<file path="config.mk">
export PLATFORM = sky130hd
export DESIGN_NAME = nv_config_save_load_control
export DESIGN_NICKNAME = d
export VERILOG_FILES = /design/src/common/nv_cfg_pkg.sv /design/src/design/nv_config_save_load_control.sv
export SDC_FILE = /design/constraint.sdc
export NUM_CORES = 1
export LEC_CHECK = 0
export BUFFER_PORTS_ARGS = -buffer_cell sky130_fd_sc_hd__buf_4
export CORE_MARGIN = 2
export CORE_UTILIZATION = 55
export CTS_BUF_LIST = sky130_fd_sc_hd__clkbuf_4 sky130_fd_sc_hd__clkbuf_8
export DETAILED_ROUTE_END_ITERATION = 10
export PLACE_DENSITY_LB_ADDON = 0.25
export SYNTH_ARGS = -nofsm -noshare
export SYNTH_HDL_FRONTEND = slang
export SYNTH_SLANG_ARGS = --single-unit
</file>
<file path="constraint.sdc">
create_clock -name clk_sys -period 3.9 [get_ports clk_sys]
set_clock_uncertainty 0.1 [all_clocks]
set_input_delay 0.39 -clock clk_sys [delete_from_list [all_inputs] [get_ports clk_sys]]
set_output_delay 0.39 -clock clk_sys [all_outputs]
set_load 0.01 [all_outputs]
</file>
<file path="src/common/nv_cfg_pkg.sv">
/*
 package for the nonvolatile configuration save/load control block.
 assumes a byte-wide register port and a byte-wide script/data memory port.
*/
package nv_cfg_pkg;
   // ------------------------------------------------------------
   // register map
   // ------------------------------------------------------------
   localparam logic [11:0] ADDR_PENDING = 12'hB00;
   localparam logic [11:0] ADDR_ERROR = 12'hB01;
   localparam logic [11:0] ADDR_RELOAD = 12'hB02;
   localparam logic [11:0] ADDR_SAVE = 12'hB03;
   localparam logic [11:0] ADDR_STATUS_SEL = 12'h01D;
   localparam logic [11:0] ADDR_UPDATE = 12'h232;
   localparam logic [11:0] ADDR_SCRIPT_BASE = 12'hA00;
   localparam int BIT_PENDING = 0;
   localparam int BIT_ERROR = 0;
   localparam int BIT_UNLOCK = 0;
   localparam int BIT_RELOAD = 1;
   localparam int BIT_SAVE = 0;
   localparam int BIT_STATUS_SEL = 7;
   localparam int BIT_UPDATE = 0;
   // ------------------------------------------------------------
   // script encoding
   // ------------------------------------------------------------
   localparam int BIT_OPCODE = 7;
   localparam logic [7:0] OP_COMMIT = 8'h80;
   localparam logic [7:0] OP_END = 8'hFF;
   localparam logic [7:0] SCRIPT_LAST = 8'hFF;
   // ------------------------------------------------------------
   // timing
   // ------------------------------------------------------------
   localparam int CLK_MHZ = 200;
   localparam int IDLE_GAP_US = 10;
   localparam int IDLE_GAP_CYC = IDLE_GAP_US * CLK_MHZ;
   typedef enum logic [2:0] {
      S_IDLE, S_CMD, S_ADDR_HI, S_ADDR_LO, S_MOVE, S_DONE
   } eng_state_t;
endpackage : nv_cfg_pkg

</file>
<file path="src/design/nv_config_save_load_control.sv">
/*
 save/load engine between the register buffer bank and the nonvolatile store,
 its six control/status registers, and the 8-word data fifo.
 assumes a synchronous byte register port from the serial controller, a
 combinational buffer-bank read port, and a store that accepts/returns one
 byte per handshake with a check flag on loaded bytes.
*/
`timescale 1ns/10ps
`default_nettype none

module nv_data_fifo #(
   parameter int WIDTH = 20,
   parameter int DEPTH = 8
) (
   input wire logic clk_sys,
   input wire logic arst_n,
   input wire logic clkEn,
   input wire logic flush,
   input wire logic [WIDTH-1:0] inData,
   input wire logic inValid,
   output logic inReady,
   output logic [WIDTH-1:0] outData,
   output logic outValid,
   input wire logic outReady
);
   localparam int AW = $clog2(DEPTH);
   typedef struct packed {
      logic [DEPTH-1:0][WIDTH-1:0] mem;
      logic [AW-1:0] wrPtr;
      logic [AW-1:0] rdPtr;
      logic [AW:0] count;
   } fifo_t;
   fifo_t st_q, st_d;

   function automatic logic [AW-1:0] bump(input logic [AW-1:0] p);
      bump = (p == AW'(DEPTH - 1)) ? '0 : p + 1'b1;
   endfunction : bump

   always_comb begin
      logic push;
      logic pop;
      push = 1'b0;
      pop = 1'b0;
      st_d = st_q;
      inReady = (st_q.count != (AW + 1)'(DEPTH));
      outValid = (st_q.count != '0);
      outData = st_q.mem[st_q.rdPtr];
      push = inValid && inReady;
      pop = outValid && outReady;
      if (push) begin
         st_d.mem[st_q.wrPtr] = inData;
         st_d.wrPtr = bump(st_q.wrPtr);
      end
      if (pop) begin
         st_d.rdPtr = bump(st_q.rdPtr);
      end
      if (push && !pop) begin
         st_d.count = st_q.count + 1'b1;
      end else if (pop && !push) begin
         st_d.count = st_q.count - 1'b1;
      end
      if (flush) begin
         st_d.wrPtr = '0;
         st_d.rdPtr = '0;
         st_d.count = '0;
      end
   end

   always_ff @(posedge clk_sys or negedge arst_n) begin
      if (!arst_n) begin
         st_q <= '0;
      end else if (clkEn) begin
         st_q <= st_d;
      end
   end
endmodule : nv_data_fifo

// Contract
// - pending flag reads one during transfer
// - status pin mirrors pending when selected
// - error flag shows bad data loaded from store
// - reload bit with boot pin low reloads
// - unlock bit defaults zero, blocks saves
// - save bit starts buffer-to-store copy
// - save bit self-clears when save ends
// - bit7 zero: count-1, then address MSB first
// - commit opcode copies buffer to active
// - end opcode terminates the transfer
module nv_config_save_load_control #(
   parameter int FIFO_DEPTH = 8,
   parameter int IDLE_CYCLES = nv_cfg_pkg::IDLE_GAP_CYC
) (
   input wire logic clk_sys,
   input wire logic arst_n,
   input wire logic clkEn,
   input wire logic regWrEn,
   input wire logic regRdEn,
   input wire logic [11:0] regAddr,
   input wire logic [7:0] regWrData,
   output logic [7:0] regRdData,
   input wire logic bootSelPin,
   output logic statusPin,
   output logic [11:0] bufAddr,
   input wire logic [7:0] bufRdData,
   output logic bufWrEn,
   output logic [7:0] bufWrData,
   output logic commitPulse,
   output logic softResetPulse,
   output logic nvValid,
   input wire logic nvReady,
   output logic nvWrite,
   output logic [11:0] nvAddr,
   output logic [7:0] nvWrData,
   input wire logic nvRdValid,
   input wire logic [7:0] nvRdData,
   input wire logic nvRdBad
);
   typedef struct packed {
      nv_cfg_pkg::eng_state_t state;
      logic pending;
      logic error;
      logic unlock;
      logic reload;
      logic save;
      logic statusSel;
      logic isSave;
      logic [7:0] scriptPtr;
      logic [6:0] remain;
      logic [11:0] moveAddr;
      logic [7:0] rdData;
      logic commit;
      logic softRst;
      logic bufWe;
      logic [7:0] bufWd;
      logic [11:0] bufWa;
      logic [1:0] bootSync;
   } ctl_t;
   ctl_t st_q, st_d;

   logic fifoInReady;
   logic fifoOutValid;
   logic [19:0] fifoOutData;
   logic fifoPush;
   logic fifoFlush;
   logic moving;

   // ------------------------------------------------------------
   // save data fifo towards the store
   // ------------------------------------------------------------
   nv_data_fifo #(.WIDTH(20), .DEPTH(FIFO_DEPTH)) dataFifo (
      .clk_sys(clk_sys),
      .arst_n(arst_n),
      .clkEn(clkEn),
      .flush(fifoFlush),
      .inData({st_q.moveAddr, bufRdData}),
      .inValid(fifoPush),
      .inReady(fifoInReady),
      .outData(fifoOutData),
      .outValid(fifoOutValid),
      .outReady(nvReady)
   );

   assign moving = (st_q.state == nv_cfg_pkg::S_MOVE);
   assign fifoPush = moving && st_q.isSave;
   assign fifoFlush = (st_q.state == nv_cfg_pkg::S_IDLE);
   assign nvValid = fifoOutValid;
   assign nvWrite = fifoOutValid;
   assign nvAddr = fifoOutData[19:8];
   assign nvWrData = fifoOutData[7:0];
   assign statusPin = st_q.statusSel && st_q.pending;
   assign bufAddr = moving ? st_q.moveAddr :
                    (nv_cfg_pkg::ADDR_SCRIPT_BASE | {4'h0, st_q.scriptPtr});
   assign bufWrEn = st_q.bufWe;
   assign bufWrData = st_q.bufWd;
   assign commitPulse = st_q.commit;
   assign softResetPulse = st_q.softRst;
   assign regRdData = st_q.rdData;

   // ------------------------------------------------------------
   // registers and transfer engine
   // ------------------------------------------------------------
   always_comb begin
      logic startSave;
      logic startLoad;
      logic stepDone;
      logic [7:0] cmd;
      startSave = 1'b0;
      startLoad = 1'b0;
      stepDone = 1'b0;
      cmd = bufRdData;
      st_d = st_q;
      st_d.commit = 1'b0;
      st_d.softRst = 1'b0;
      st_d.bufWe = 1'b0;
      st_d.bootSync = {st_q.bootSync[0], bootSelPin};
      if (regRdEn) begin
         unique case (regAddr)
            nv_cfg_pkg::ADDR_PENDING: st_d.rdData = 8'(st_q.pending);
            nv_cfg_pkg::ADDR_ERROR: st_d.rdData = 8'(st_q.error);
            nv_cfg_pkg::ADDR_RELOAD: st_d.rdData = {6'h00, st_q.reload, st_q.unlock};
            nv_cfg_pkg::ADDR_SAVE: st_d.rdData = 8'(st_q.save);
            nv_cfg_pkg::ADDR_STATUS_SEL: st_d.rdData = {st_q.statusSel, 7'h00};
            default: st_d.rdData = 8'h00;
         endcase
      end
      if (regWrEn) begin
         unique case (regAddr)
            nv_cfg_pkg::ADDR_RELOAD: begin
               st_d.unlock = regWrData[nv_cfg_pkg::BIT_UNLOCK];
               if (regWrData[nv_cfg_pkg::BIT_RELOAD] && !st_q.bootSync[1]
                   && !st_q.pending) begin
                  st_d.reload = 1'b1;
                  startLoad = 1'b1;
               end
            end
            nv_cfg_pkg::ADDR_SAVE: begin
               if (regWrData[nv_cfg_pkg::BIT_SAVE] && st_q.unlock && !st_q.pending) begin
                  st_d.save = 1'b1;
                  startSave = 1'b1;
               end
            end
            nv_cfg_pkg::ADDR_STATUS_SEL: st_d.statusSel = regWrData[nv_cfg_pkg::BIT_STATUS_SEL];
            nv_cfg_pkg::ADDR_UPDATE: st_d.commit = regWrData[nv_cfg_pkg::BIT_UPDATE];
            default: ;
         endcase
      end
      if (startSave || startLoad) begin
         st_d.state = nv_cfg_pkg::S_CMD;
         st_d.pending = 1'b1;
         st_d.error = 1'b0;
         st_d.isSave = startSave;
         st_d.scriptPtr = 8'h00;
         st_d.softRst = startLoad;
      end
      unique case (st_q.state)
         nv_cfg_pkg::S_IDLE: ;
         nv_cfg_pkg::S_CMD: begin
            st_d.scriptPtr = st_q.scriptPtr + 8'h01;
            if (!cmd[nv_cfg_pkg::BIT_OPCODE]) begin
               st_d.remain = cmd[6:0];
               st_d.state = nv_cfg_pkg::S_ADDR_HI;
            end else if (cmd == nv_cfg_pkg::OP_COMMIT) begin
               st_d.commit = 1'b1;
            end else begin
               st_d.state = nv_cfg_pkg::S_DONE;
            end
            if (st_q.scriptPtr == nv_cfg_pkg::SCRIPT_LAST) begin
               st_d.state = nv_cfg_pkg::S_DONE;
            end
         end
         nv_cfg_pkg::S_ADDR_HI: begin
            st_d.moveAddr[11:8] = cmd[3:0];
            st_d.scriptPtr = st_q.scriptPtr + 8'h01;
            st_d.state = nv_cfg_pkg::S_ADDR_LO;
         end
         nv_cfg_pkg::S_ADDR_LO: begin
            st_d.moveAddr[7:0] = cmd;
            st_d.scriptPtr = st_q.scriptPtr + 8'h01;
            st_d.state = nv_cfg_pkg::S_MOVE;
         end
         nv_cfg_pkg::S_MOVE: begin
            if (st_q.isSave) begin
               stepDone = fifoInReady;
            end else if (nvRdValid) begin
               stepDone = 1'b1;
               st_d.bufWe = 1'b1;
               st_d.bufWd = nvRdData;
               st_d.bufWa = st_q.moveAddr;
               st_d.error = st_q.error || nvRdBad;
            end
            if (stepDone) begin
               st_d.moveAddr = st_q.moveAddr + 12'h001;
               st_d.remain = st_q.remain - 7'h01;
               if (st_q.remain == 7'h00) begin
                  st_d.state = nv_cfg_pkg::S_CMD;
               end
            end
         end
         nv_cfg_pkg::S_DONE: begin
            if (!fifoOutValid) begin
               st_d.state = nv_cfg_pkg::S_IDLE;
               st_d.pending = 1'b0;
               st_d.save = 1'b0;
               st_d.reload = 1'b0;
            end
         end
         default: st_d.state = nv_cfg_pkg::S_IDLE;
      endcase
   end

   always_ff @(posedge clk_sys or negedge arst_n) begin
      if (!arst_n) begin
         st_q <= '0;
      end else if (clkEn) begin
         st_q <= st_d;
      end
   end
endmodule : nv_config_save_load_control

`default_nettype wire

</file>
# Yosys cells after proc, flatten, opt, wreduce, memory -nomap -nowiden
# Index checks and enable logic that the tools add are counted.
dict set report word_totals {
  output_inout_bits 54
  register_bits 240
}
dict set report classes {
  n_mux 59
  eq_ne 18
  n_reduce_logical 41
  order_cmp 3
  addsub 7
  bitwise 1
}
# cell count
set ops {}
lappend ops {{$bwmux W160} 1}
lappend ops {{$mux W21} 3}
lappend ops {{$bmux W20 S3} 1}
lappend ops {{$demux W20 S3} 1}
lappend ops {{$eq A12 B12 Y1 const B} 4}
lappend ops {{$mux W20} 2}
lappend ops {{$pmux W8 S5} 1}
lappend ops {{$mux W3} 10}
lappend ops {{$mux W1} 24}
lappend ops {{$mux W19} 1}
lappend ops {{$pmux W3 S6} 1}
lappend ops {{$eq A8 B8 Y1 const B} 2}
lappend ops {{$mux W8} 2}
lappend ops {{$pmux W8 S2} 1}
lappend ops {{$pmux W7 S2} 1}
lappend ops {{$reduce_and A2 Y1} 7}
lappend ops {{$add A12 B1 Y12 const B} 1}
lappend ops {{$eq A12 B10 Y1 const B} 1}
lappend ops {{$eq A12 B5 Y1 const B} 1}
lappend ops {{$eq A3 B3 Y1 const B} 4}
lappend ops {{$mux W12} 1}
lappend ops {{$mux W4} 3}
lappend ops {{$reduce_and A3 Y1} 4}
lappend ops {{$reduce_bool A2 Y1} 6}
lappend ops {{27 further kinds} 46}

# Longest topological paths before layout
# Gate-level depths: netlist (run 1).
dict set report depth {
  word_depth 12
  depth_mapped 14
  mapped_depth_nobuf 12
}

# Hierarchy
# A second synthesis (run 1) with hierarchy kept.
dict set report unflattened {
  cells_unflattened 890
  area_unflattened_um2 11466.0
}
# module instances area_per_inst_um2 cells_each seq_area_each_um2
set by_module_without_submodules {}
lappend by_module_without_submodules {nv_data_fifo 1 8202.9 531 4254.1}
lappend by_module_without_submodules {nv_config_save_load_control 1 3263.1 359 1326.3}

# Least setup slack after synthesis (run 1)
# No wires, ideal clock.
dict set report synth_path {
  kind {reg2reg}
  from {register dataFifo.st_q[0] (netlist name)}
  to {register dataFifo.st_q[3] (netlist name)}
  synth_period_minus_slack_ns 2.954
  t_arrival_ns 2.727
  stages_incl_launch_ff 13
  slack_ns 0.946
  path_buffers 0
  setup_ns 0.126
  cell_sequence {dfrtp_1 > nor4b_1 > nor2_2 > nand2_2 > inv_2 > ha_1 > inv_1 > ha_1 > a21o_1 > a21oi_1 > mux2i_1 > nor3_1 > a311o_1}
}
dict set report synth_between {
  elab_chain_cells 6
  word_cells_on_any_way 15
}
# item line_no
set synth_rtl {}
lappend synth_rtl {{start, declared} nv_config_save_load_control.sv:33} ;# fifo_t st_q, st_d;
lappend synth_rtl {{start signal, assigned} nv_config_save_load_control.sv:73} ;# st_q <= st_d;
lappend synth_rtl {{branches (longest 6 deep; another with $sub A4 B1 Y4)} --}
# Several ways; the timed one is not identified. The select of a mux whose other input is x is not followed.
# A chain may end at the register's enable or synchronous reset.

# Final worst setup path (run 1)
dict set report layout_path {
  from {register st_q[69] (netlist name)}
  to {register dataFifo.st_q[3] (netlist name)}
}
dict set report layout_between {
  elab_chain_cells 7
  word_cells_on_any_way 11
}
# item line_no
set layout_rtl {}
lappend layout_rtl {{start, declared} nv_config_save_load_control.sv:138} ;# ctl_t st_q, st_d;
lappend layout_rtl {{start signal, assigned} nv_config_save_load_control.sv:295} ;# st_q <= st_d;
lappend layout_rtl {{$eq A3 B3 Y1} nv_config_save_load_control.sv:163} ;# assign moving = (st_q.state == nv_cfg_pkg::S_MOVE);
lappend layout_rtl {{$logic_and A1 B1 Y1} nv_config_save_load_control.sv:164} ;# assign fifoPush = moving && st_q.isSave;
lappend layout_rtl {{$logic_and A1 B1 Y1} nv_config_save_load_control.sv:48} ;# push = inValid && inReady;
lappend layout_rtl {{$logic_not A1 Y1} nv_config_save_load_control.sv:59} ;# end else if (pop && !push) begin
lappend layout_rtl {{$logic_and A1 B1 Y1} nv_config_save_load_control.sv:59}
lappend layout_rtl {{$reduce_bool A3 Y1 (no line)} --}
lappend layout_rtl {{$reduce_and A2 Y1 (no line)} --}
# Several ways; a longest one is shown, not always the timed one.

==> results of run 1 <==
## per-layer routing
layer / wire, um / vias up / global-route usage (%)
li1: - / 3305 / -
met1: 11480 / 3790 / 34.13
met2: 11970 / 163 / 38.49
met3: 1045 / 44 / 4.201
met4: 532 / 0 / 7.990
met5: 0 / - / 0
## cell type report
cell class	count	area (um2)	area share, %
Sequential cell	223	5583	43.27
Multi-Input combinational cell	541	5069	39.28
Timing Repair Buffer	123	1001	7.758
Clock buffer	66	827.0	6.410
Tap cell	265	331.6	2.570
Inverter	15	56.30	0.4364
Clock inverter	6	35.03	0.2715
## layout by cell type, fill, tap and decap left out, types with 6 or more instances in the layout
| master | n |
|---|---|
| o31ai_1 | 6 |
| a21oi_1 | 19 |
| clkbuf_8 | 53 |
| ha_1 | 10 |
| nor2_1 | 34 |
| o21a_1 | 6 |
| mux2_2 | 171 |
| nand2_1 | 57 |
| nand3_1 | 16 |
| a31oi_1 | 6 |
| o21ai_0 | 28 |
| a22o_1 | 8 |
| clkbuf_4 | 13 |
| mux4_2 | 41 |
| buf_4 | 106 |
| mux2_4 | 20 |
| dfrtp_1 | 221 |
| dlygate4sd3_1 | 13 |
| and2_1 | 6 |
| nor3_1 | 11 |
| inv_1 | 14 |
## metrics by stage
step                      hold WS, ns  instance area, um2
after global routing          0.06889               12900
final                         0.08461               12900
after floorplan             -0.005591               11070
after CTS                     0.05121               12900
after detailed placement       0.3775               11910
after global placement         0.3708               11910
## power by group
group | internal, W | total [W] | leakage (nW) | switching (W)
registers | 0.00249 | 0.00284 | 3.01 | 0.000353
clock network | 0.00134 | 0.00230 | 0.457 | 0.000966
logic | 0.000522 | 0.00112 | 2.71 | 0.000597
## worst register-to-register path, cell delays in order (launching register included)
cell and delay [ns]:
dfrtp_1 0.55, or3b_1 0.44, nor2_2 0.13, nand2_2 0.13, inv_2 0.13, ha_1 0.22
inv_1 0.10, ha_1 0.27, a21o_1 0.17, a21oi_1 0.17, mux2i_1 0.26, nor3_1 0.06
a311o_1 0.31
## state kept, by name (all words and copies together), names as in the netlist
name            flops
softResetPulse      1
dataFifo.st_q     170
st_d                1
commitPulse         1
regRdData           3
st_q               38
bufWrEn             1
bufWrData           8
## how the worst max path moves through the flow
| stage | from | endpoint | slack [ns] |
|---|---|---|---|
| floorplan | dataFifo.st_q[0] | dataFifo.st_q[3] | 0.95 |
| global placement | st_q[69] | dataFifo.st_q[3] | 0.84 |
| detailed placement | st_q[69] | dataFifo.st_q[3] | 0.79 |
| CTS | dataFifo.st_q[4] | nvAddr[3] | 0.74 |
| global route | st_q[69] | dataFifo.st_q[3] | 0.60 |
| finish | st_q[69] | dataFifo.st_q[3] | 0.75 |
## cell usage after synthesis, drive strengths merged (6+ instances only)
| library cell | instances |
|---|---|
| a31oi | 6 |
| a21oi | 19 |
| o31ai | 6 |
| mux2 | 192 |
| nor4 | 6 |
| and2 | 6 |
| nand3 | 16 |
| dfrtp | 223 |
| mux4 | 41 |
| o21a | 6 |
| nand2 | 58 |
| buf | 41 |
| inv | 15 |
| nor3 | 15 |
| nor2 | 36 |
| ha | 10 |
| a22o | 8 |
| o21ai | 29 |
| clkbuf | 41 |
## logic make-up after synthesis
group / count (synthesis) / share of synthesized area, %
AND/OR/NAND/NOR: 177 / 8.216
XOR/XNOR: 1 / 0.07923
flip-flops: 223 / 50.47
other: 1 / 0.03392
buffers and inverters: 97 / 4.198
AO/OA/AOI/OAI: 109 / 6.654
adder cells (fa/ha/maj): 11 / 1.313
multiplexers: 238 / 29.04
==> summary.txt, run 1 <==
Layout
  – Synthesis-to-finish area growth: 16.69%
  – Finished Layout Cells: approximately 1,200
  – Nets: 1,000
  – FILL cells: around 1,500
  – Fin util: approximately two thirds
  – # diodes: 0
  – Fraction of layout cells with a size suffix above 1: between 40% and 50%

Clocking
  – Reg clk slew, reported paths: 0.06 ns
  – Clock Sinks: 223
  – Total setup buffers inserted after CTS: 0
  – Total CTS buffers: 40
  – Clk root buf: clkbuf_8
  – Hold_buf cts: 13
  – Worst-skew pair later-pin latency: between 0.5 and 0.6 ns
  – TritonCTS clock tree: done
  – Post-cts resize count: 0
  – H-tree depth: 2
  – CTS max path bufs: 3

Timing
  – Setup Viol. Count Final: 0
  – Tmin final: 3.152 ns
  – RSZ-0062 raised after global routing: false
  – Total Neg Setup Slack: 0 ns
  – Fmax: ~0.32 GHz
  – Final-report hold violation count: 0
  – Worst Slack Setup Final: between 0.7 and 0.8 ns
  – Crit share post-route: 80.83%
  – Slew Limit Fails: 0
  – Transition time of the tightest slew-check pin: between 1 and 1.5 ns
  – Relative slew margins: 27.59%

Worst setup path
  – Bufs and invs on worst path: 2
  – Critical path class: register to register
  – Reg2Reg Setup Slack: 0.75 ns
  – Most frequent CP cell: ha_1
  – Slowest-stage cell, CP: dfrtp_1
  – CP max stage delay: ~0.55 ns
  – FF-to-FF path depth: 12
  – Crit-path leading delay family: simple AND/OR/NAND/NOR gates
  – Critical-path cell list: or3b_1 -> nor2_2 -> nand2_2 -> inv_2 -> ha_1 -> inv_1 -> ha_1 -> a21o_1 -> a21oi_1 -> mux2i_1 -> nor3_1 -> a311o_1
  – Peak fanout along the critical path: 11
  – Worst setup EP type: register
  – Setup crit start kind: register
  – Worst R2R End: dataFifo.st_q[3]
  – Crit path required time: 4.22 ns
  – WP depth: 12
  – Worst R2R Start: st_q[69]
  – Arr. time, crit path: around 3.5 ns

Routing
  – Via count: around 7,300
  – Mean number of vias per cell: 5.893
  – Pre-antenna DRT Iters: 5
  – Starting DRC count in detailed routing: around 450
  – WL per Instance: between 20 and 25 um
  – Final ANT Viol Nets: 0
  – WL final: approximately 25 mm
  – DRC errors left: 0

Synthesis
  – Synth cell types: 69
  – FFs w/ async S/R, synth: 100.0%
  – Top FF cell, synth: dfrtp_1
  – Share of the synthesized area in the top cell type: approximately half
  – YS warnings: 0
  – Top post-synthesis cells by area: dfrtp_1 50%, mux2_2 17%, mux4_2 8.4%
  – Cells after synthesis: about 860
  – Mapped Avg Cell Area: approximately 13 um2
  – Biggest area consumer among synthesized cells: dfrtp_1
  – Number of enable flip-flop cells after synthesis: 0
  – Cell Area, Synth: 11,060 um2
  – #FFs+latches synth: between 200 and 250
  – Seq/Total Area, Yosys: between 50% and 60%

Floorplanning
  – Die Width: between 100 and 150 um
  – Boundary Pins: just under 100
  – Core area: ~20,000 um2
  – Die ar.: between 20,000 and 25,000 um2
  – Chip Height: roughly 150 um
  – Initial Util: 56.44%
  – Row Count: between 50 and 60

GRT
  – Remaining Overflow, GRT: 0
  – Largest net degree at the start of global routing: roughly 130
  – Global Route Usage Sum: 24.19%
  – First-pass GRT wire length: 40.86 mm
  – Initial antenna violation count: 0
  – Vias in the first global route: around 7,600

Flow run
  – MaxCap Viol Count: 0

Worst hold path
  – Min-Delay Endpoint: st_q[34]
  – Worst min path class: primary input to register
  – Min-Delay Startpoint: bufRdData[1]
  – Hold depth: 3

Power
  – Peak supply drop: about 0.39 mV
  – Power, Total: ~0.0063 W
  – Lkg Pwr: a little over 6 nW
  – PwrDens: 485.3 nW/um2

Placed design
  – PortBufs: between 80 and 90
  – Post-DP HPWL: 15.43 mm
  – Placed cells: about 1,200
  – Pre-CTS setup slack: between 0.7 and 0.8 ns
  – GP Congestion: 0.8316

Run status
  – Outcome: finished, final reports clean
No activity file was read; power rests on OpenSTA's default activity.
==> run 2: changes to the inputs <==
Clock period 3.9 ns to 2.95 ns, I/O delays scaled along.
==> run 2 against run 1 <==
Clock-buffer cell count shrank 2. Global-route usage shrank 0.34 points. Combinational power increased by 35%. Flip-flop and latch count unchanged.
==> summary.txt, run 2 (synthesized netlist as in run 1, its figures left out) <==
Clocking
  – Reg clk slew, reported paths: 0.06 ns (about the same)
  – Clk root buf: clkbuf_8 (unchanged)
  – Total CTS buffers: 37 (was 40)
  – Worst-skew pair later-pin latency: 0.53 ns (was 0.54 ns)
  – H-tree depth: 2 (unchanged)
  – CTS max path bufs: 3 (unchanged)
  – TritonCTS clock tree: done (unchanged)
  – Clock Sinks: 223 (unchanged)

Power
  – Share of power burned in registers: 45.8% (was 45.3%)
  – PwrDens: 624.0 nW/um2 (was 485.3 nW/um2)
  – Switch share: 30.43% (was 30.60%)
  – Power, Total: 0.008143 W (was 0.006261 W)
  – Net Switching: 0.002478 W (was 0.001916 W)
  – Logic pwr share: 18.6% (was 17.9%)
  – Lkg Pwr: 6.241 nW (was 6.172 nW)
  – Clock network power share: 35.6% (was 36.8%)
  – Pint: 0.005665 W (was 0.004346 W)
  – Peak supply drop: 0.5067 mV (was 0.3871 mV)

GRT
  – Largest net degree at the start of global routing: 119 (was 126)
  – Global Route Usage Sum: 23.85% (was 24.19%)
  – First-pass GRT wire length: 40.63 mm (was 40.86 mm)
  – Initial antenna violation count: 0 (unchanged)
  – Remaining Overflow, GRT: 0 (unchanged)
  – Vias in the first global route: 7,671 (was 7,550)

Worst setup path
  – Worst setup EP type: primary output (was register)
  – Setup crit start kind: register (unchanged)
  – Arr. time, crit path: 2.42 ns (was 3.47 ns)
  – Crit path required time: 2.56 ns (was 4.22 ns)
  – Critical path class: register to primary output (was register to register)
  – Peak fanout along the critical path: 23 (was 11)

Layout
  – Commonest non-fill, non-tap cell in the layout: dfrtp_1 (unchanged)
  – Fraction of layout cells with a size suffix above 1: 44.62% (was 44.35%)
  – # diodes: 0 (unchanged)
  – Commonest non-fill, non-tap cells in the layout: 221 x dfrtp_1, 171 x mux2_2, 112 x buf_4 (was 221 x dfrtp_1, 171 x mux2_2, 106 x buf_4)
  – Finished Cell Area: 13,050 um2 (was 12,900 um2)
  – Max reg flops: 170 (unchanged)
  – Nets: 1,014 (was 1,000)
  – FILL cells: 1,479 (was 1,489)
  – Synthesis-to-finish area growth: 18.04% (was 16.69%)
  – Biggest register: dataFifo.st_q (unchanged)

Placed design
  – Pre-CTS setup slack: 0.1049 ns (was 0.7886 ns)
  – Post-DP HPWL: 15.72 mm (was 15.43 mm)
  – GP Congestion: 0.8080 (was 0.8316)
  – PortBufs: 88 (unchanged)
  – Area after DPL: 12,020 um2 (was 11,910 um2)

Floorplanning
  – Chip Height: 145.8 um (unchanged)
  – Die Width: 145.8 um (unchanged)
  – Boundary Pins: 99 (unchanged)
  – Die ar.: 21,250 um2 (unchanged)
  – Initial Util: 56.44% (unchanged)
  – Core area: 19,590 um2 (unchanged)
  – Row Count: 51 (unchanged)

Routing
  – Final ANT Viol Nets: 0 (unchanged)
  – Mean number of vias per cell: 5.856 (was 5.893)
  – Via count: 7,326 (was 7,302)
  – Starting DRC count in detailed routing: 541 (was 451)
  – WL per Instance: 19.63 um (was 20.20 um)
  – DRC errors left: 0 (unchanged)
  – WL final: 24.56 mm (was 25.03 mm)
  – Pre-antenna DRT Iters: 5 (unchanged)

Timing
  – Crit share post-route: 95.45%
  – Final-report hold violation count: 0 (unchanged)
  – RSZ-0062 raised after global routing: false (unchanged)
  – Tmin final: approximately 2.8 ns
  – Relative slew margins: 54.44% (was 27.59%)
  – Transition time of the tightest slew-check pin: 0.6802 ns (was 1.086 ns)
  – Setup Viol. Count Final: 0 (unchanged)
  – Fmax: roughly 0.36 GHz
  – Total Neg Setup Slack: 0 ns (unchanged)
  – Worst Slack Setup Final: 0.1344 ns (was 0.7476 ns)
  – Slew Limit Fails: 0 (unchanged)

Flow run
  – MaxCap Viol Count: 0 (unchanged)

Run status
  – Outcome: finished, final reports clean (unchanged)

Worst hold path
  – Worst min path class: primary input to register (unchanged)
==> run 2: path summary, 6_finish.rpt <==
kind	start	endpoint	slack [ns]	depth (start not counted)
max in group asynchronous	arst_n	dataFifo.st_q[35]	1.62	3
min reg2reg	regRdData[1]	regRdData[1]	0.38	2
max	st_q[68]	bufAddr[6]	0.13	6
min	bufRdData[5]	dataFifo.st_q[15]	0.04	2
max reg2reg	st_q[68]	dataFifo.st_q[3]	0.18	12
min in group asynchronous	arst_n	dataFifo.st_q[22]	0.16	2
==> run 2: repair_timing <==
item,in CTS,in global routing
hold buffers,21,0
buffers inserted,0,0
setup endpoints to repair,0,1
resized for setup,0,4
endpoints found under the hold margin,152,0
==> run 2: final cells by class <==
| type | count | area [um2] | area share, % |
|---|---|---|---|
| sequential | 223 | 5583 | 42.78 |
| multi-input combinational | 541 | 5087 | 38.98 |
| timing repair buffer | 140 | 1186 | 9.088 |
| clock buffer | 64 | 787.0 | 6.030 |
| tap | 265 | 331.6 | 2.540 |
| inverter | 15 | 58.81 | 0.4506 |
| clock inverter | 3 | 17.52 | 0.1342 |
==> run 2: per-layer routing <==
metal	track usage (%)	routed length, um
met5	0	0
met4	6.912	513
met3	3.699	1107
met2	37.83	11570
met1	34.45	11360
==> run 2: per-stage QoR <==
stage / utilization, % / cells / hold WS [ns]
floorplan: - / 861 / -0.1006
global placement: 61.37 / 1163 / 0.1102
detailed placement: 61.37 / 1163 / 0.1159
CTS: 66.55 / 1251 / 0.0009519
global route: 66.62 / 1251 / 0.02436
finish: 66.62 / 1251 / 0.04254
==> run 2: worst max-delay path: stages (launching register included) <==
cell     delay (ns)
dfrtp_1        0.37
buf_4          0.19
nor3b_4        0.56
buf_4          0.36
nand2_1        0.15
nand2_1        0.14
buf_4          0.13
==> run 2: power groups by stage <==
| stage | logic, W | clock network (W) | registers, W |
|---|---|---|---|
| 6_report | 0.00151 | 0.00290 | 0.00373 |
| 5_1_grt | 0.00167 | 0.00309 | 0.00378 |
| 4_1_cts | 0.00152 | 0.00295 | 0.00372 |
| 3_5_place_dp | 0.00149 | 0 | 0.00378 |
| 3_3_place_gp | 0.00146 | 0 | 0.00377 |
| 2_1_floorplan | 0.00110 | 0 | 0.00350 |
==> run 3: changes to the inputs <==
--- a/config.mk
+++ b/config.mk
@@ -8,2 +8,3 @@
 export BUFFER_PORTS_ARGS = -buffer_cell sky130_fd_sc_hd__buf_4
+export CAP_MARGIN = 15
 export CORE_MARGIN = 2
--- a/constraint.sdc
+++ b/constraint.sdc
@@ -4,2 +4,2 @@
 set_output_delay 0.295 -clock clk_sys [all_outputs]
-set_load 0.01 [all_outputs]
+set_load 0.1 [all_outputs]
==> run 3 against run 2 <==
Clock power is 7% higher. Critical path depth grew 6. Critical endpoint is now dataFifo.st_q[3]. Via count up 1.5%. Final area rose by 0.79%. Non-clock buffer count stayed put. Utilization grew 0.52 points. Largest cell class unchanged. Sequential share of layout area down 0.34 points. Routed wire length up 2.0%.
==> summary.txt, run 3 (synthesized netlist as in run 1, its figures left out) <==
Power
  – Pint: 0.005849 W (was 0.005665 W)
  – Lkg Pwr: 6.277 nW (was 6.241 nW)
  – Peak supply drop: 1.028 mV (was 0.5067 mV)
  – Logic pwr share: 28.4% (was 18.6%)
  – Switch share: 38.90% (was 30.43%)
  – Net Switching: 0.003723 W (was 0.002478 W)
  – Power, Total: 0.009573 W (was 0.008143 W)
  – Clock network power share: 32.3% (was 35.6%)
  – PwrDens: 727.7 nW/um2 (was 624.0 nW/um2)
  – Share of power burned in registers: 39.3% (was 45.8%)

Run status
  – Outcome: finished, final reports clean (unchanged)

Placed design
  – GP Congestion: 0.8605 (was 0.8080)
  – PortBufs: 88 (unchanged)
  – Placed cells: 1,159 (was 1,163)
  – Post-DP HPWL: 15.33 mm (was 15.72 mm)

Timing
  – Transition time of the tightest slew-check pin: 0.7051 ns (was 0.6802 ns)
  – Final-report hold violation count: 0 (unchanged)
  – Relative slew margins: 52.77% (was 54.44%)
  – Setup Viol. Count Final: 0 (unchanged)
  – Slew Limit Fails: 0 (unchanged)
  – Total Neg Setup Slack: 0 ns (unchanged)
  – Tmin final: 2.772 ns (was 2.816 ns)
  – Crit share post-route: 93.95% (was 95.45%)
  – Fmax: 0.3608 GHz (was 0.3552 GHz)
  – RSZ-0062 raised after global routing: false (unchanged)

GRT
  – Global Route Usage Sum: 24.50% (was 23.85%)
  – Largest net degree at the start of global routing: 76 (was 119)
  – Vias in the first global route: 7,793 (was 7,671)
  – First-pass GRT wire length: 41.72 mm (was 40.63 mm)
  – GR peak layer: met2 (unchanged)
  – Met2 usage: 39.83% (was 37.83%)
  – Initial antenna violation count: 0 (unchanged)
  – Met1 usage: 34.66% (was 34.45%)
  – Met3 usage: 3.918% (was 3.699%)
  – Remaining Overflow, GRT: 0 (unchanged)

Layout
  – Commonest non-fill, non-tap cells in the layout: 222 x dfrtp_1, 171 x mux2_2, 107 x buf_4 (was 221 x dfrtp_1, 171 x mux2_2, 112 x buf_4)
  – Max reg flops: 170 (unchanged)
  – # diodes: 0 (unchanged)
  – Finished Layout Cells: 1,254 (was 1,251)
  – Commonest non-fill, non-tap cell in the layout: dfrtp_1 (unchanged)
  – FILL cells: 1,483 (was 1,479)
  – Fraction of layout cells with a size suffix above 1: 44.39% (was 44.62%)
  – Nets: 1,017 (was 1,014)
  – Synthesis-to-finish area growth: 18.97% (was 18.04%)
  – Biggest register: dataFifo.st_q (unchanged)

Routing
  – DRC errors left: 0 (unchanged)
  – WL per Instance: 19.96 um (was 19.63 um)
  – Final ANT Viol Nets: 0 (unchanged)
  – Via count: 7,434 (was 7,326)
  – WL final: 25.04 mm (was 24.56 mm)
  – Pre-antenna DRT Iters: 5 (unchanged)
  – Mean number of vias per cell: 5.928 (was 5.856)
  – Starting DRC count in detailed routing: 463 (was 541)

Worst setup path
  – Worst setup EP type: register (was primary output)
  – Bufs and invs on worst path: 2 (was 3)
  – Peak fanout along the critical path: 6 (was 23)
  – Slowest-stage cell, CP: dfrtp_1 (was nor3b_4)
  – Critical path class: register to register (was register to primary output)
  – Crit-path leading delay family: compound AO/OA/AOI/OAI gates (was simple AND/OR/NAND/NOR gates)
  – Critical-path cell list: nor4b_2 -> nor2_2 -> nand2_2 -> inv_2 -> ha_4 -> inv_1 -> ha_1 -> a21o_1 -> a21oi_1 -> mux2i_1 -> nor3_1 -> a311o_1 (was buf_4 -> nor3b_4 -> buf_4 -> nand2_1 -> nand2_1 -> buf_4)
  – CP max stage delay: 0.46 ns (was 0.56 ns)
  – Arr. time, crit path: 3.09 ns (was 2.42 ns)
  – Setup crit start kind: register (unchanged)
  – Crit path required time: 3.27 ns (was 2.56 ns)

Floorplanning
  – Die ar.: 21,250 um2 (unchanged)
  – Boundary Pins: 99 (unchanged)
  – Die Width: 145.8 um (unchanged)
  – Chip Height: 145.8 um (unchanged)
  – Row Count: 51 (unchanged)
  – Initial Util: 56.44% (unchanged)
  – Core area: 19,590 um2 (unchanged)

Flow run
  – MaxCap Viol Count: 0 (unchanged)

Clocking
  – Clk root buf: clkbuf_8 (unchanged)
  – CTS max path bufs: 3 (unchanged)
  – Worst-skew pair later-pin latency: 0.56 ns (was 0.53 ns)
  – Reg clk slew, reported paths: 0.06 ns (about the same)
  – TritonCTS clock tree: done (unchanged)
  – H-tree depth: 2 (unchanged)
  – Clock Sinks: 223 (unchanged)
  – Total CTS buffers: 40 (was 37)
  – Total setup buffers inserted after CTS: 0 (unchanged)

Worst hold path
  – Worst min path class: primary input to register (unchanged)
[run 3: cell count changes in the layout (fill, tap and decap cells not counted), sizes merged]
cell         before  now
clkbuf           64   66
clkinvlp          1    0
bufinv            0    1
clkinv            2    0
dlygate4sd3      21   25
inv              15   18
buf             119  115
[run 3: layout make-up]
class	count	area (um2)	area share (%)
multi-input combinational	541	5105	38.81
clock buffer	66	814.5	6.192
timing repair buffer	140	1209	9.189
clock inverter	4	56.30	0.4280
sequential	223	5582	42.43
inverter	15	56.30	0.4280
tap	265	331.6	2.521
[run 3: per-stage QoR]
step	setup WS (ns)	hold slack, ns	cell area [um2]	util [%]
after global routing	0.01715	0.05998	13150	67.15
final	0.1783	0.05389	13150	67.15
after CTS	0.09717	0.02936	13130	67.02
after floorplan	0.03678	-0.1006	11080	-
after detailed placement	0.1209	0.1695	12010	61.30
after global placement	0.1639	0.1694	12010	61.30
[run 3: power by group through the flow]
stage               clock [W]  combinational, W  sequential (W)
finish                0.00309           0.00272         0.00376
global route          0.00332           0.00288         0.00380
CTS                   0.00317           0.00272         0.00373
detailed placement          0           0.00269         0.00379
global placement            0           0.00266         0.00378
floorplan                   0           0.00225         0.00353
[run 3: per-layer routing]
layer  part of all wire [%]  up-vias
met2                     49      167
met5                      0        -
met3                    4.1       39
met1                     45     3882
met4                    1.7        0
li1                       -     3346
[run 3: what timing repair did]
| item | in CTS | in global routing |
|---|---|---|
| hold endpoints to repair | 136 | 0 |
| hold buffers | 25 | 0 |
| endpoints found under the setup margin | 0 | 1 |
| gates resized for setup | 0 | 4 |
[run 3: tightest hold or removal path: stages]
cell and delay, ns:
buf_4 0.07, nand2_1 0.11, nand2_1 0.09, o21ai_0 0.06
[run 3: final timing paths]
path	startpoint	end	slack, ns	depth (start not counted)
setup reg to reg	dataFifo.st_q[0]	dataFifo.st_q[3]	0.18	12
min in group asynchronous	arst_n	dataFifo.st_q[103]	0.20	2
max in group asynchronous	arst_n	dataFifo.st_q[146]	1.75	3
hold / removal	regRdEn	regRdData[7]	0.05	4
setup / recovery	dataFifo.st_q[0]	dataFifo.st_q[3]	0.18	12
hold reg to reg	regRdData[7]	regRdData[7]	0.38	2
